$ cat config.mk
export PLATFORM = sky130hd
export DESIGN_NAME = ssrg_top
export DESIGN_NICKNAME = d
export VERILOG_FILES = /design/src/logic/ssrg_pkg.sv /design/src/logic/ssrg_top.sv
export SDC_FILE = /design/constraint.sdc
export NUM_CORES = 1
export LEC_CHECK = 0
export BUFFER_PORTS_ARGS = -buffer_cell sky130_fd_sc_hd__buf_4
export CORE_UTILIZATION = 45
export DETAILED_ROUTE_END_ITERATION = 10
export GPL_TIMING_DRIVEN = 1
export PLACE_DENSITY_LB_ADDON = 0.25
export SLEW_MARGIN = 20
export SYNTH_ARGS = -nofsm -noshare
export SYNTH_HDL_FRONTEND = slang
export SYNTH_SLANG_ARGS = --single-unit
$ cat constraint.sdc
create_clock -name clk -period 3.9 [get_ports clk]
set_clock_uncertainty 0.05 [all_clocks]
set_input_delay 1.17 -clock clk [delete_from_list [all_inputs] [get_ports clk]]
set_output_delay 1.17 -clock clk [all_outputs]
set_load 0.05 [all_outputs]
$ cat src/logic/ssrg_pkg.sv
// package: constants and types for the supply supervisor and reset gating block
package ssrg_pkg;
    // ----------------------------------------
    // timing
    // ----------------------------------------
    localparam int unsigned CLK_HZ = 25000000;
    localparam int unsigned HOLD_MS = 150;
    localparam int unsigned HOLD_CYC = (CLK_HZ / 1000) * HOLD_MS;
    localparam int unsigned WDOG_MS = 1600;
    localparam int unsigned WDOG_CYC = (CLK_HZ / 1000) * WDOG_MS;
    localparam int unsigned CE_HOLD_US = 12;
    localparam int unsigned CE_HOLD_CYC = (CLK_HZ / 1000000) * CE_HOLD_US;
    localparam int unsigned CNT_W = 32;
    localparam int unsigned CE_W = 16;
    // ----------------------------------------
    // reset values
    // ----------------------------------------
    localparam logic [1:0] SYNC_RST = 2'h3;
    // ----------------------------------------
    // types
    // ----------------------------------------
    typedef enum logic [2:0] {
        CE_PASS = 3'h1,
        CE_HOLD = 3'h2,
        CE_BLOCK = 3'h4
    } ssrg_ce_t;
    typedef struct packed {
        logic supply_low;
        logic aux_low;
        logic backup_cell_input_above;
        logic main_above;
    } ssrg_sense_t;
    typedef struct packed {
        logic [1:0] mr_s;
        logic [1:0] wd_s;
        logic [1:0] ce_s;
        logic wd_prev;
        logic [CNT_W-1:0] hold_cnt;
        logic [CNT_W-1:0] wd_cnt;
        logic [CE_W-1:0] ce_cnt;
        ssrg_ce_t ce_st;
        logic rst_act;
        logic reset_out;
        logic reset_out_n;
        logic ce_out_n;
        logic on_backup_cell_input;
        logic backup_active_flag;
        logic rail_from_backup_cell_input;
    } ssrg_state_t;
endpackage : ssrg_pkg

$ cat src/logic/ssrg_top.sv
// top: reset combining, watchdog, backup switchover and chip-enable gating
`timescale 1ns/1ns
module ssrg_top #(
    parameter int unsigned HOLD_CYC = ssrg_pkg::HOLD_CYC,
    parameter int unsigned WDOG_CYC = ssrg_pkg::WDOG_CYC,
    parameter int unsigned CE_HOLD_CYC = ssrg_pkg::CE_HOLD_CYC
) (
    input wire logic clk,
    input wire logic rst_n,
    input wire ssrg_pkg::ssrg_sense_t sense,
    input wire logic manual_reset_n,
    input wire logic watchdog_kick_in,
    input wire logic chip_enable_in_n,
    output logic reset_out,
    output logic reset_out_n,
    output logic chip_enable_out_n,
    output logic backup_active_flag,
    output logic rail_from_backup_cell_input
);
    ssrg_pkg::ssrg_state_t s_r;
    ssrg_pkg::ssrg_state_t s_nxt;
    logic src_level;
    logic wd_edge;
    logic wd_expire;
    logic hold_busy;

    // ----------------------------------------
    // next state
    // ----------------------------------------
    always_comb begin
        s_nxt = s_r;
        // two-stage synchronisers
        s_nxt.mr_s = {s_r.mr_s[0], manual_reset_n};
        s_nxt.wd_s = {s_r.wd_s[0], watchdog_kick_in};
        s_nxt.ce_s = {s_r.ce_s[0], chip_enable_in_n};
        s_nxt.wd_prev = s_r.wd_s[1];
        wd_edge = s_r.wd_s[1] ^ s_r.wd_prev;
        src_level = sense.supply_low | ~s_r.mr_s[1] | sense.aux_low;
        wd_expire = !s_r.rst_act && (s_r.wd_cnt >= CNT(WDOG_CYC - 1));
        // watchdog timer
        if (s_r.rst_act || wd_edge) begin
            s_nxt.wd_cnt = '0;
        end else if (!wd_expire) begin
            s_nxt.wd_cnt = s_r.wd_cnt + CNT(1);
        end else begin
            s_nxt.wd_cnt = '0;
        end
        // hold counter restarts while any source is active
        hold_busy = s_r.hold_cnt != '0;
        if (src_level || wd_expire) begin
            s_nxt.hold_cnt = CNT(HOLD_CYC);
        end else if (hold_busy) begin
            s_nxt.hold_cnt = s_r.hold_cnt - CNT(1);
        end
        s_nxt.rst_act = src_level || wd_expire || hold_busy;
        s_nxt.reset_out = s_nxt.rst_act;
        s_nxt.reset_out_n = ~s_nxt.rst_act;
        // battery switchover with hysteresis
        if (!sense.supply_low) begin
            s_nxt.on_backup_cell_input = 1'b0;
        end else if (sense.backup_cell_input_above) begin
            s_nxt.on_backup_cell_input = 1'b1;
        end else if (sense.main_above) begin
            s_nxt.on_backup_cell_input = 1'b0;
        end
        s_nxt.rail_from_backup_cell_input = s_nxt.on_backup_cell_input;
        s_nxt.backup_active_flag = s_nxt.on_backup_cell_input;
        // chip-enable gating
        case (s_r.ce_st)
            ssrg_pkg::CE_PASS: begin
                if (s_nxt.rst_act) begin
                    if (!s_r.ce_s[1]) begin
                        s_nxt.ce_st = ssrg_pkg::CE_HOLD;
                        s_nxt.ce_cnt = CEC(CE_HOLD_CYC);
                    end else begin
                        s_nxt.ce_st = ssrg_pkg::CE_BLOCK;
                    end
                end
            end
            ssrg_pkg::CE_HOLD: begin
                if (s_r.ce_s[1] || s_r.ce_cnt <= CEC(1)) begin
                    s_nxt.ce_st = ssrg_pkg::CE_BLOCK;
                end else begin
                    s_nxt.ce_cnt = s_r.ce_cnt - CEC(1);
                end
                if (!s_nxt.rst_act) begin
                    s_nxt.ce_st = ssrg_pkg::CE_PASS;
                end
            end
            ssrg_pkg::CE_BLOCK: begin
                if (!s_nxt.rst_act) begin
                    s_nxt.ce_st = ssrg_pkg::CE_PASS;
                end
            end
            default: begin
                s_nxt.ce_st = ssrg_pkg::CE_BLOCK;
            end
        endcase
        case (s_nxt.ce_st)
            ssrg_pkg::CE_PASS: s_nxt.ce_out_n = s_r.ce_s[1];
            ssrg_pkg::CE_HOLD: s_nxt.ce_out_n = 1'b0;
            default: s_nxt.ce_out_n = 1'b1;
        endcase
    end

    function automatic logic [ssrg_pkg::CNT_W-1:0] CNT(input int unsigned v);
        CNT = v[ssrg_pkg::CNT_W-1:0];
    endfunction : CNT

    function automatic logic [ssrg_pkg::CE_W-1:0] CEC(input int unsigned v);
        CEC = v[ssrg_pkg::CE_W-1:0];
    endfunction : CEC

    // ----------------------------------------
    // state register
    // ----------------------------------------
    always_ff @(posedge clk) begin
        if (!rst_n) begin
            s_r <= '0;
            s_r.mr_s <= ssrg_pkg::SYNC_RST;
            s_r.wd_s <= ssrg_pkg::SYNC_RST;
            s_r.ce_s <= ssrg_pkg::SYNC_RST;
            s_r.wd_prev <= 1'b1;
            s_r.ce_st <= ssrg_pkg::CE_PASS;
            s_r.reset_out_n <= 1'b1;
            s_r.ce_out_n <= 1'b1;
        end else begin
            s_r <= s_nxt;
        end
    end

    assign reset_out = s_r.reset_out;
    assign reset_out_n = s_r.reset_out_n;
    assign chip_enable_out_n = s_r.ce_out_n;
    assign backup_active_flag = s_r.backup_active_flag;
    assign rail_from_backup_cell_input = s_r.rail_from_backup_cell_input;

    // ----------------------------------------
    // assertions
    // ----------------------------------------
    a_reset_polarity: assert property (@(posedge clk) disable iff (!rst_n)
        reset_out == ~reset_out_n) else $error("reset outputs disagree");
    a_supply_low_rst: assert property (@(posedge clk) disable iff (!rst_n)
        sense.supply_low |=> reset_out) else $error("no reset on low supply");
    a_aux_low_rst: assert property (@(posedge clk) disable iff (!rst_n)
        sense.aux_low |=> reset_out) else $error("no reset on low aux");
    a_manual_rst: assert property (@(posedge clk) disable iff (!rst_n)
        !s_r.mr_s[1] |=> reset_out) else $error("no reset on manual");
    a_hold_after: assert property (@(posedge clk) disable iff (!rst_n)
        $fell(src_level) && !wd_expire |=> reset_out [*2])
        else $error("reset dropped early");
    a_wdog_clear: assert property (@(posedge clk) disable iff (!rst_n)
        s_r.rst_act |=> s_r.wd_cnt == '0) else $error("watchdog not cleared");
    a_wdog_pulse: assert property (@(posedge clk) disable iff (!rst_n)
        wd_expire |=> reset_out && s_r.hold_cnt == CNT(HOLD_CYC))
        else $error("watchdog pulse missing");
    a_ce_gate: assert property (@(posedge clk) disable iff (!rst_n)
        !chip_enable_out_n |-> !$past(s_r.ce_s[1]) || s_r.ce_st == ssrg_pkg::CE_HOLD)
        else $error("chip enable leaked");
    a_ce_block: assert property (@(posedge clk) disable iff (!rst_n)
        s_r.ce_st == ssrg_pkg::CE_BLOCK |-> chip_enable_out_n)
        else $error("chip enable low while blocked");
    a_backup_cell_input_flag: assert property (@(posedge clk) disable iff (!rst_n)
        backup_active_flag |-> rail_from_backup_cell_input) else $error("flag mismatch");
    a_main_rail: assert property (@(posedge clk) disable iff (!rst_n)
        !sense.supply_low |=> !rail_from_backup_cell_input) else $error("rail not main");

    // ----------------------------------------
    // assertions: hold and watchdog timing, manual-reset synchroniser
    // ----------------------------------------
    a_hold_load: assert property (@(posedge clk) disable iff (!rst_n)
        src_level |=> s_r.hold_cnt == CNT(HOLD_CYC))
        else $error("hold count not reloaded");
    a_hold_release: assert property (@(posedge clk) disable iff (!rst_n)
        $fell(reset_out) |-> s_r.hold_cnt == '0)
        else $error("reset released before hold ended");
    a_wdog_bound: assert property (@(posedge clk) disable iff (!rst_n)
        s_r.wd_cnt < CNT(WDOG_CYC))
        else $error("watchdog count past limit");
    a_kick_clear: assert property (@(posedge clk) disable iff (!rst_n)
        wd_edge |=> s_r.wd_cnt == '0)
        else $error("kick did not clear watchdog");
    a_manual_sync: assert property (@(posedge clk) disable iff (!rst_n)
        s_r.mr_s[1] == $past(manual_reset_n, 2))
        else $error("manual input not synchronised");

    // ----------------------------------------
    // assertions: switchover and chip enable
    // ----------------------------------------
    a_backup_cell_input_switch: assert property (@(posedge clk) disable iff (!rst_n)
        sense.supply_low && sense.backup_cell_input_above |=> backup_active_flag)
        else $error("no switch to battery");
    a_backup_cell_input_back: assert property (@(posedge clk) disable iff (!rst_n)
        sense.supply_low && !sense.backup_cell_input_above && sense.main_above |=> !backup_active_flag)
        else $error("no switch back to main");
    a_flag_low: assert property (@(posedge clk) disable iff (!rst_n)
        !sense.supply_low |=> !backup_active_flag)
        else $error("backup flag high on main");
    a_ce_hold_low: assert property (@(posedge clk) disable iff (!rst_n)
        s_r.ce_st == ssrg_pkg::CE_HOLD |-> !chip_enable_out_n)
        else $error("chip enable not held low");
    a_ce_hold_len: assert property (@(posedge clk) disable iff (!rst_n)
        s_r.ce_st == ssrg_pkg::CE_HOLD |-> s_r.ce_cnt <= CEC(CE_HOLD_CYC))
        else $error("chip enable hold too long");
    a_ce_idle_pass: assert property (@(posedge clk) disable iff (!rst_n)
        !reset_out |-> s_r.ce_st == ssrg_pkg::CE_PASS)
        else $error("chip enable gate closed out of reset");
    a_ce_out_rst: assert property (@(posedge clk) disable iff (!rst_n)
        reset_out && s_r.ce_st != ssrg_pkg::CE_HOLD |-> chip_enable_out_n)
        else $error("chip enable low during reset");
endmodule : ssrg_top

; ---- Yosys cells after proc, flatten, opt, wreduce, memory -nomap -nowiden
; Index checks and enable logic that the tools add are counted.
[totals]
register_bits = 94
input_bits = 9
out_inout_bits = 5
wordCells = 60
[op_classes]
addsub = 3
n_lt_le_gt_ge = 2
eq_ne = 8
n_mux = 14
bitwise_logic = 6
n_reduce_logical = 14
[op_table]
columns = op, count
row1 = $mux W22, 2
row2 = $add A32 B1 Y32 const B, 1
row3 = $ge A32 B26 Y1 const B, 1
row4 = $mux W16, 2
row5 = $pmux W16 S2, 1
row6 = $reduce_bool A32 Y1, 1
row7 = $sub A32 B1 Y32 const B, 1
row8 = $mux W19, 1
row9 = $le A16 B1 Y1 const B, 1
row10 = $sub A16 B1 Y16 const B, 1
row11 = $mux W3, 4
row12 = $pmux W3 S3, 1
row13 = $eq A3 B1 Y1 const B, 2
row14 = $eq A3 B2 Y1 const B, 2
row15 = $ne A2 B2 Y1 const B, 3
row16 = $reduce_bool A2 Y1, 3
row17 = $logic_or A1 B1 Y1, 4
row18 = $reduce_and A4 Y1, 1
row19 = $eq A3 B3 Y1 const B, 1
row20 = $not A1 Y1, 3
row21 = $reduce_or A3 Y1, 1
row22 = $mux W1, 2
row23 = $or A1 B1 Y1, 2
row24 = $pmux W1 S2, 1
row25 = 5 further kinds, 5

; ---- Depth between registers and ports, before layout
; Gate-level depths: netlist (run 1).
[logic_depth]
word_depth = 9
depth_mapped = 9
depth_no_buf = 8

; ---- Worst setup path after synthesis (run 1)
; Ideal clock, no wire load.
[synth_path]
path_kind = flip-flop to flip-flop
startpoint = register s_r[62] (netlist name)
endpoint = register s_r[13] (netlist name)
setup_ps = 116
arrival_ps = 2475
required_ps = 3734
path_slack_ps = 1258
path_stages_with_launch = 10
path_buffers = 2
synth_period_minus_slack_ps = 2642
path_cell_list = dfxtp_1 > or4_1 > buf_2 > or4_4 > buf_6 > nor3_2 > nand4b_2 > nand2_1 > a31oi_1 > o211a_1
[synth_between]
elab_chain_cells = 4
[synth_lines]
columns = element, line_no
row1 = start: declaration, ssrg_top.sv:20  ; ssrg_pkg::ssrg_state_t s_r;
row2 = start signal: assignment, ssrg_top.sv:128  ; s_r <= s_nxt;
row3 = $reduce_bool A32 Y1, ssrg_top.sv:49  ; hold_busy = s_r.hold_cnt != '0;
row4 = $logic_or A1 B1 Y1, ssrg_top.sv:55  ; s_nxt.rst_act = src_level || wd_expire || hold_busy;
row5 = $ne A2 B2 Y1 (no line), -
row6 = $reduce_and A4 Y1 (no line), -
; No other way between the ends.
; A chain may end at the register's enable or synchronous reset.

; ---- Final worst setup path (run 1)
[layout_path]
startpoint = register s_r[62] (netlist name)
endpoint = register s_r[17] (netlist name)
; Same word-level chain as after synthesis.

==> summary.md, run 1 <==
| Metric | Value |
|---|---|
| Deepest clock path buffer count | 2 |
| HP Class | reg2reg |
| Most frequent cells after synthesis | dfxtp_1 (94), nor2_1 (85), xor2_1 (33) |
| Dpl cell area | 4320 um2 |
| Via count | 3158 |
| PortBufs | 13 |
| Layout cells sized above 1 | 7.96% |
| Drt pass-1 iters | 4 |
| Crit Path Class | reg2reg |
| Fin Hold WS | 0.361 ns |
| Worst Setup End Kind | register |
| Final #Nets | approximately 500 |
| Yosys top cell by area | dfxtp_1 |
| IO Count | 14 |
| Leak | approximately 1.7 nW |
| Post-Route WL | 7610 um |
| Initial core utilization | a little under half |
| Core area | 8760 um2 |
| Largest net degree at the start of global routing | 32 |
| Startpoint types | register |
| Worst-path maximum fanout | 10 |
| Dpl hpwl | 5350 um |
| Top_reg_cell synth | dfxtp_1 |
| Final period util | 76.4% |
| Fin. Hold Viols | 0 |
| Vias per cell | roughly 5.3 |
| RSZ-0062 raised after global routing | false |
| Final min period | 2.98 ns |
| Sequential fraction of the synthesis area | 45.8% |
| Post-Syn Area | 4110 um2 |
| DRC | 0 |
| Ys async rst share | 0% |
| Final global-route overflow total | 0 |
| Final TNS setup | 0 ns |
| Status | finished, final reports clean |
| Die X | between 90 and 100 um |
| CTS Buf Count | 9 |
| Vias in the first global route | 2949 |
| # resized after CTS | 0 |
| Synth cell types | 50 |
| Max-cap violations | 0 |
| Routed Antenna Nets | 0 |
| CTS H-tree lvls | 3 |
| Highest clock rate | around 340 MHz |
| FP Rows | 34 |
| Max-slew violation count | 0 |
| Antenna violations before repair | 0 |
| # setup viols final | 0 |
| Routability cong. | 0.766 |
| Worst rel slew slack | 48.8% |
| Worst-skew pair later-pin latency | 0.36 ns |
| Count leader, synth | dfxtp_1 |
| Yosys Warn Count | 0 |
| Fillers | 827 |
| First-pass GRT wire length | 13300 um |
| Register clock-pin slew on the reported worst setup and hold paths | around 0.090 ns |
| # clock sinks | 94 |
| Global-route usage over all layers | 17.0% |
| Worst-Margin Slew | 0.761 ns |
| Seq cells post-synth | between 90 and 100 |
| Syn avg cell area | 8.82 um2 |
| Fin cells | 598 |
| Post-CTS setup buffer count | 0 |
| Clock root cell | clkbuf_8 |
| Synth-to-layout area growth | 10.0% |
| CTS tree | done |
| Wirelength per Cell | 12.7 um |
| # diodes | 0 |
| Power Density | 387 nW/um2 |
| Die Area | 9520 um2 |
| Post-synth top area share | 45.8% |
| Worst Path Required | 4.14 ns |
| Synth top area cells | dfxtp_1 (46%), nor2_1 (7.8%), xor2_1 (7.0%), xnor2_1 (4.9%), nand3_1 (2.2%) |
| Worst EP arrival | 3.22 ns |
| Drt first-iter violations | 140 |
| Die Ht | 97.6 um |
| CTS hold repair buffers | 0 |
| Finished Cell Area | 4520 um2 |
| Post-synth EDFFs | 0 |
| DP Cell Count | 582 |
| Mapped Cells | 466 |
| Worst IR Drop VDD | 281 uV |
## worst paths after layout
| path | depth (start not counted) | from | to | slack, ns |
|---|---|---|---|---|
| max | 7 | s_r[62] | s_r[17] | 0.92 |
| min | 1 | s_nxt[92] | s_r[92] | 0.36 |
| max reg2reg | 7 | s_r[62] | s_r[17] | 0.92 |
| min reg2reg | 1 | s_nxt[92] | s_r[92] | 0.36 |
## state kept, by name, summed over array words and instances, names as in the netlist
register and count:
rail_from_backup_cell_input 1, reset_out_n 1, chip_enable_out_n 1, reset_out 1, s_r 86, s_nxt 4
## power breakdown
part	switching, W	internal (W)	total, W	leakage, nW
combinational	0.0000614	0.0000434	0.000105	0.791
sequential	0.0000155	0.000980	0.000996	0.767
clock	0.000336	0.000316	0.000652	0.104
## routing by layer
layer,track usage [%],part of all wire [%],vias up,wire (um)
met3,3.96,2.6,9,196
met2,27.9,45,32,3430
met4,7.35,1.6,0,121
met5,0,0,-,0
met1,21.4,51,1468,3870
li1,-,-,1649,-
## kinds of logic after synthesis
logic type,share of synthesized area (%)
flip-flops,45.8
AND/OR/NAND/NOR,28.9
buffers and inverters,2.68
AO/OA/AOI/OAI,9.07
other,0.0912
XOR/XNOR,11.9
adder cells (fa/ha/maj),1.22
multiplexers,0.274
## critical path, cell delays in order, from the launching register on
cell	delay [ns]
dfxtp_1	0.36
or4_1	0.65
nor4_1	0.43
nand4_1	0.37
nand4b_1	0.47
nand3_1	0.19
nand2_1	0.21
nor2_1	0.18
## layout by cell type, fill, tap and decap left out, types with 6 or more instances in the layout
cell type / instances
nand2b_1: 10
a21boi_0: 9
nor2_1: 85
nor3_1: 10
buf_4: 16
inv_1: 13
or3_1: 12
nand4_1: 12
and3_1: 6
xnor2_1: 23
nand3_1: 18
or4_1: 7
xor2_1: 33
clkbuf_8: 10
dfxtp_1: 94
a21oi_1: 16
nor4_1: 14
o21ai_0: 13
conb_1: 6
nand2_1: 23
nand4b_1: 7
## cell type report
class                      count  area, um2  share of cell area (%)
timing repair buffer          16        120                    2.66
clock buffer                  11        141                    3.13
inverter                      13       48.8                    1.08
tap                          108        135                    2.99
clock inverter                 5       57.6                    1.27
multi-input combinational    351       2140                    47.3
sequential                    94       1880                    41.6
## per-stage QoR
| step | util (%) | total power (W) | setup slack [ns] |
|---|---|---|---|
| 6_report | 51.6 | 0.00175 | 0.921 |
| 3_5_place_dp | 49.3 | 0.00112 | 0.926 |
| 5_1_grt | 51.6 | 0.00182 | 0.669 |
| 4_1_cts | 51.6 | 0.00177 | 0.951 |
| 2_1_floorplan | - | 0.00110 | 1.26 |
| 3_3_place_gp | 49.3 | 0.00112 | 0.984 |
No activity file was read; power rests on OpenSTA's default activity.
==> run 2: changes to the inputs <==
==> constraint.sdc (replaced) <==
create_clock -name clk -period 2.7 [get_ports clk]
set_clock_uncertainty 0.05 [all_clocks]
set_input_delay 0.81 -clock clk [delete_from_list [all_inputs] [get_ports clk]]
set_output_delay 0.81 -clock clk [all_outputs]
set_load 0.05 [all_outputs]
==> run 2 against run 1 <==
Against the previous run:
- non-clock buffer count is 19 higher
- clock power increased by 58%
- die area unchanged
- sequential share of layout area decreased by 1.9 points
- via count up 4.6%
- cell count is 3.0% higher
- count of clock-buffer cells in the layout unchanged
- sequential cell count stayed put
- maximum frequency up 16%
- critical path depth rose by 1
- cell area rose by 4.8%
- hold slack lost 0.0029 ns
==> summary.md, run 2 (synthesis results as in run 1) <==
| Metric | Value |
|---|---|
| Crit Reg-Reg Startpoint | s_r[62] |
| Die Area | 9520 um2 (unchanged) |
| CP Buf/Inv Count | 1 (+1) |
| Dpl hpwl | 5380 um (+0.56%) |
| Clock root cell | clkbuf_8 |
| Global-route usage over all layers | 17.2% (+0.16 points) |
| Final global-route overflow total | 0 (unchanged) |
| Status | finished, final reports clean |
| Worst-skew pair later-pin latency | 0.35 ns (about the same) |
| CP max-delay cell | or4_4 |
| Final period util | 95.1% (+19 points) |
| Worst reg-to-reg setup slack | 0.13 ns (-0.79 ns) |
| CTS Buf Count | 9 (unchanged) |
| Largest net degree at the start of global routing | 32 (unchanged) |
| Worst Setup End Kind | register |
| Top reg by flops | s_r |
| Synth-to-layout area growth | 15.3% |
| Fin cells | 616 (+3.0%) |
| Via count | 3303 (+4.6%) |
| Worst-path maximum fanout | 9 (-1) |
| Fin. Hold Viols | 0 (unchanged) |
| Worst EP arrival | 2.80 ns (-0.42 ns) |
| Worst Path Required | 2.93 ns (-1.21 ns) |
| CP delay by family, top | simple AND/OR/NAND/NOR gates |
| Max-slew violation count | 0 (unchanged) |
| Critical Path Sink | s_r[15] |
| Final #Nets | 517 (+3.8%) |
| DP Cell Count | 601 (+3.3%) |
| DRC | 0 (unchanged) |
| Fin Hold WS | 0.358 ns (-0.00288 ns) |
| Core area | 8760 um2 (unchanged) |
| CP max stage delay | 0.54 ns (-0.11 ns) |
| # setup viols final | 0 (unchanged) |
| Startpoint types | register |
| Most common cell after layout, fill and taps aside | dfxtp_1 |
| Cell-by-cell trace of the critical path | or4_4, or4_4, nor3_2, nand4b_4, nand2_1, buf_4, o41ai_1, a21boi_1 |
| Drt first-iter violations | 125 (-11%) |
| Layout cells sized above 1 | 12.8% (+4.8 points) |
| CTS tree | done |
| Most common cell on crit path | or4_4 |
| Deepest clock path buffer count | 2 (unchanged) |
| Vias in the first global route | 3096 (+5.0%) |
| Initial core utilization | 46.9% (unchanged) |
| Vias per cell | 5.36 (+1.5%) |
| Die X | 97.6 um (unchanged) |
| Worst IR Drop VDD | 260 uV (-7.6%) |
| Crit Path Class | reg2reg |
| Placement Setup Slack | 0.0569 ns (-0.869 ns) |
| Antenna violations before repair | 0 (unchanged) |
| Most frequent cells in the layout | dfxtp_1 (94), nor2_1 (85), buf_4 (35), xor2_1 (33) |
| PortBufs | 13 (unchanged) |
| HP Class | reg2reg |
| Final min period | 2.57 ns (-0.412 ns) |
| IO Count | 14 (unchanged) |
| Highest clock rate | 390 MHz (+16%) |
| Worst R2R Path Depth | 8 (+1) |
| Setup slack after layout | 0.133 ns (-0.788 ns) |
| Max-cap violations | 0 (unchanged) |
| CTS H-tree lvls | 3 (unchanged) |
| Max FFs per register | 86 (unchanged) |
| Register clock-pin slew on the reported worst setup and hold paths | 0.08 ns (about the same) |
| Wirelength per Cell | 12.5 um (-1.6%) |
| Routed Antenna Nets | 0 (unchanged) |
| CP startpoint | s_r[62] |
| FP Rows | 34 (unchanged) |
| Die Ht | 97.6 um (unchanged) |
| First-pass GRT wire length | 13500 um (+1.7%) |
| Power Density | 558 nW/um2 (+44%) |
| Post-Route WL | 7720 um (+1.3%) |
| # diodes | 0 (unchanged) |
| Fillers | 834 (+0.85%) |
| Critical path depth | 8 (+1) |
| # clock sinks | 94 (unchanged) |
| Routability cong. | 0.834 (+8.8%) |
| Leak | 1.78 nW (+7.1%) |
| Drt pass-1 iters | 4 (unchanged) |
| Crit Reg-Reg Endpoint | s_r[15] |
run 2: changes by cell type in the layout (fill, tap and decap cells not counted), moves of 2 or more:
| cell | previous run | this run |
|---|---|---|
| or4_1 | 7 | 5 |
| nor4_1 | 14 | 12 |
| or4_4 | 2 | 4 |
| buf_4 | 16 | 35 |
| nor4_2 | 0 | 2 |
run 2: final cells by class:
| type | instances | area [um2] | share of cell area, % |
|---|---|---|---|
| multi-input combinational | 351 | 2190 | 46.2 |
| sequential | 94 | 1880 | 39.7 |
| timing repair buffer | 35 | 263 | 5.55 |
| clock buffer | 11 | 151 | 3.20 |
| tap | 108 | 135 | 2.85 |
| clock inverter | 4 | 70.1 | 1.48 |
| inverter | 13 | 48.8 | 1.03 |
run 2: power by group:
part	switching, W	total (W)	internal, W
clock	0.000465	0.00103	0.000564
combinational	0.0000961	0.000177	0.0000810
sequential	0.0000222	0.00144	0.00142
run 2: worst min path at each step:
stage,from,depth (start not counted),endpoint,slack [ns]
floorplan,s_nxt[94],1,s_nxt[90],0.34
global placement,s_nxt[92],1,s_r[92],0.34
detailed placement,s_nxt[92],1,s_r[92],0.34
CTS,s_nxt[92],1,s_r[92],0.36
global route,s_nxt[92],1,s_r[92],0.39
finish,s_nxt[92],1,s_r[92],0.36
run 2: worst reg2reg max path: cells and delay by family, from the launching register on:
kind,cells,cell delay [ns]
compound gates,2,0.21
flops,1,0.32
simple gates,5,1.78
buf+inv,1,0.15
run 2: layer usage:
metal | routed length [um] | track usage, % | vias up
met2 | 3660 | 28.5 | 31
met1 | 3780 | 22.0 | 1581
met5 | 0 | 0 | -
met4 | 73 | 5.43 | 0
met3 | 201 | 4.17 | 6
li1 | - | - | 1685
run 2: timing repair:
item | 4_1_cts | 5_1_grt
resized for setup | 0 | 9
setup buffers | 0 | 0
endpoints found under the setup margin | 0 | 22
hold buffers | 0 | 0
run 2: through the flow:
stage / util [%] / power [W] / cell area (um2) / TNS [ns]
after CTS: 53.5 / 0.00267 / 4690 / 0
after detailed placement: 51.0 / 0.00164 / 4470 / 0
after global placement: 51.0 / 0.00164 / 4470 / 0
after global routing: 54.1 / 0.00275 / 4740 / -0.0138
after floorplan: - / 0.00158 / 4130 / 0
final: 54.1 / 0.00264 / 4740 / 0
==> run 3: changes to the inputs <==
--- a/config.mk
+++ b/config.mk
@@ -5,6 +5,7 @@
 export SDC_FILE = /design/constraint.sdc
 export NUM_CORES = 1
 export LEC_CHECK = 0
+export ABC_AREA = 1
 export BUFFER_PORTS_ARGS = -buffer_cell sky130_fd_sc_hd__buf_4
 export CORE_UTILIZATION = 45
 export DETAILED_ROUTE_END_ITERATION = 10
==> run 3 against run 2 <==
Against the previous run:
- setup slack improved by 0.34 ns
- count of clock-buffer cells in the layout shrank 1
- first-iteration DRC count grew 61%
- synthesized area grew 21%
- critical path type unchanged
- sequential share of layout area is 4.7 points lower
- cell count grew 43%
- utilization shrank 2.9 points
- cell area rose by 13%
- hold slack better by 0.014 ns
==> summary.md, run 3 <==
| Metric | Value |
|---|---|
| # setup viols final | 0 (unchanged) |
| Worst-path maximum fanout | 20 (+11) |
| Final #Nets | 754 (+46%) |
| CP max-delay cell | dfxtp_1 |
| Fin Hold WS | 0.372 ns (+0.0136 ns) |
| DP Cell Count | 866 (+44%) |
| Startpoint types | register |
| CTS tree | done |
| Synth-to-layout area growth | 8.43% |
| Drt first-iter violations | 201 (+61%) |
| Status | finished, final reports clean |
| Max-cap violations | 0 (unchanged) |
| Count leader, synth | nand2_1 |
| Leak | 2.34 nW (+31%) |
| Synth cell types | 40 (-20%) |
| Synth top area cells | dfxtp_1 (38%), nand2_1 (12%), nor2_1 (10%), inv_1 (6.3%), xnor2_1 (3.5%) |
| Antenna violations before repair | 0 (unchanged) |
| Routed Antenna Nets | 0 (unchanged) |
| HP Class | reg2reg |
| Fin. Hold Viols | 0 (unchanged) |
| Post-synth EDFFs | 0 (unchanged) |
| Most common cell on crit path | nand2_2 |
| Cell-by-cell trace of the critical path | ha_1, nand2_1, inv_2, nand2_2, nor2_4, nand2_1, nand2_1, nand2_2, nand2_2, nand2_2, nand4_2, nand3_2, o21ai_1, inv_1 |
| Top_reg_cell synth | dfxtp_1 |
| Most frequent cells in the layout | nand2_1 (162), nor2_1 (134), dfxtp_1 (94), inv_1 (83) |
| Final global-route overflow total | 0 (unchanged) |
| Dpl hpwl | 7870 um (+46%) |
| CTS Buf Count | 9 (unchanged) |
| Yosys Warn Count | 0 (unchanged) |
| Worst R2R Path Depth | 14 (+6) |
| Worst-skew pair later-pin latency | 0.38 ns (+0.03 ns) |
| Crit Path Class | reg2reg |
| Vias per cell | 5.01 (-6.6%) |
| Deepest clock path buffer count | 2 (unchanged) |
| Ys async rst share | 0% (unchanged) |
| Final min period | 2.23 ns (-0.340 ns) |
| Die X | 107 um (+9.6%) |
| Worst reg-to-reg setup slack | 0.47 ns (+0.34 ns) |
| Core area | 10500 um2 (+20%) |
| Clock root cell | clkbuf_8 |
| Most frequent cells after synthesis | nand2_1 (162), nor2_1 (134), dfxtp_1 (94) |
| PortBufs | 13 (unchanged) |
| Drt pass-1 iters | 5 (+1) |
| Max-slew violation count | 0 (unchanged) |
| CP max stage delay | 0.38 ns (-0.16 ns) |
| Initial core utilization | 47.2% (+0.29 points) |
| Worst rel slew slack | a little over half |
| Yosys top cell by area | dfxtp_1 |
| Worst-Margin Slew | 0.678 ns |
| Seq cells post-synth | 94 (unchanged) |
| Post-Syn Area | 4960 um2 (+21%) |
| CTS hold repair buffers | 0 (unchanged) |
| # clock sinks | 94 (unchanged) |
| Vias in the first global route | 4084 (+32%) |
| DRC | 0 (unchanged) |
| Post-Route WL | 10500 um (+36%) |
| Fin cells | 882 (+43%) |
| Mapped Cells | 727 (+56%) |
| Top reg by flops | s_r |
| Post-synth top area share | 37.9% (-7.8 points) |
| CTS H-tree lvls | 3 (unchanged) |
| Die Ht | 107 um (+9.6%) |
| Worst Path Required | 2.91 ns (-0.02 ns) |
| Wirelength per Cell | 11.9 um (-4.8%) |
| Sequential fraction of the synthesis area | 37.9% (-7.8 points) |
| # resized after CTS | 0 (unchanged) |
| Highest clock rate | 449 MHz (+15%) |
| # diodes | 0 (unchanged) |
| RSZ-0062 raised after global routing | false |
| Worst EP arrival | 2.44 ns (-0.36 ns) |
| Syn avg cell area | 6.82 um2 (-23%) |
| IO Count | 14 (unchanged) |
| Hold-critical path depth | 1 (unchanged) |
| Via count | 4417 (+34%) |
| First-pass GRT wire length | 18100 um (+34%) |
| Share of the core filled with cells | 51.2% (-2.9 points) |
| Final period util | 82.5% (-13 points) |
| Die Area | 11400 um2 (+20%) |
| Final TNS setup | 0 ns (unchanged) |
| Worst Setup End Kind | register |
| Global-route usage over all layers | 19.8% (+2.6 points) |
| Max FFs per register | 86 (unchanged) |
| Most common cell after layout, fill and taps aside | nand2_1 |
| Largest net degree at the start of global routing | 23 (-28%) |
| Worst IR Drop VDD | 206 uV (-21%) |
| Power Density | 500 nW/um2 (-10%) |
| Layout cells sized above 1 | 10.6% (-2.2 points) |
| Register clock-pin slew on the reported worst setup and hold paths | 0.09 ns (about the same) |
| Routability cong. | 0.898 (+7.7%) |
| FP Rows | 37 (+8.8%) |
| Post-CTS setup buffer count | 0 (unchanged) |
| Power Total | 0.00269 W (+1.6%) |
[run 3: worst max-delay path: cells and delay by family (launching register included)]
kind	cells	cell delay (ns)
adder cells (fa/ha/maj)	1	0.18
buffers and inverters	2	0.12
AO/OA/AOI/OAI	1	0.26
flip-flops	1	0.38
AND/OR/NAND/NOR	10	1.13
[run 3: per-layer routing]
layer  global-route usage (%)  up-vias  routed length [um]
met5                        0        -                   0
met4                     9.49        0                 221
met3                     3.28       15                 421
met2                     31.8       75                4810
met1                     25.8     2005                5070
li1                         -     2322                   -
[run 3: worst paths after layout]
path,startpoint,endpoint
worst max-delay path,s_r[26],s_r[10]
worst min-delay path,s_nxt[96],s_r[96]
worst max register to register,s_r[26],s_r[10]
worst min register to register,s_nxt[96],s_r[96]
[run 3: report_power, final]
group          internal (W)  total (W)  switching (W)
combinational     0.0000927   0.000268       0.000176
sequential          0.00142    0.00144      0.0000259
clock              0.000460   0.000976       0.000516
[run 3: logic make-up after synthesis]
group	count (synthesis)	share of synthesized area, %
other	1	0.0756
AO/OA/AOI/OAI	59	6.41
buffers and inverters	108	8.88
XOR/XNOR	37	6.53
AND/OR/NAND/NOR	424	39.2
adder cells (fa/ha/maj)	4	1.01
flip-flops	94	37.9
[run 3: area by class of cell]
class | count | area, um2
tap | 136 | 170
sequential | 94 | 1880
multi-input combinational | 530 | 2660
clock buffer | 10 | 138
fill | 1059 | 5130
clock inverter | 6 | 70.1
timing repair buffer | 17 | 128
inverter | 89 | 334
[run 3: per-stage QoR]
| step | cell area, um2 | setup WS (ns) |
|---|---|---|
| 5_1_grt | 5380 | 0.262 |
| 3_5_place_dp | 5170 | 0.374 |
| 4_1_cts | 5380 | 0.460 |
| 6_report | 5380 | 0.473 |
| 3_3_place_gp | 5170 | 0.454 |
| 2_1_floorplan | 4980 | 0.913 |
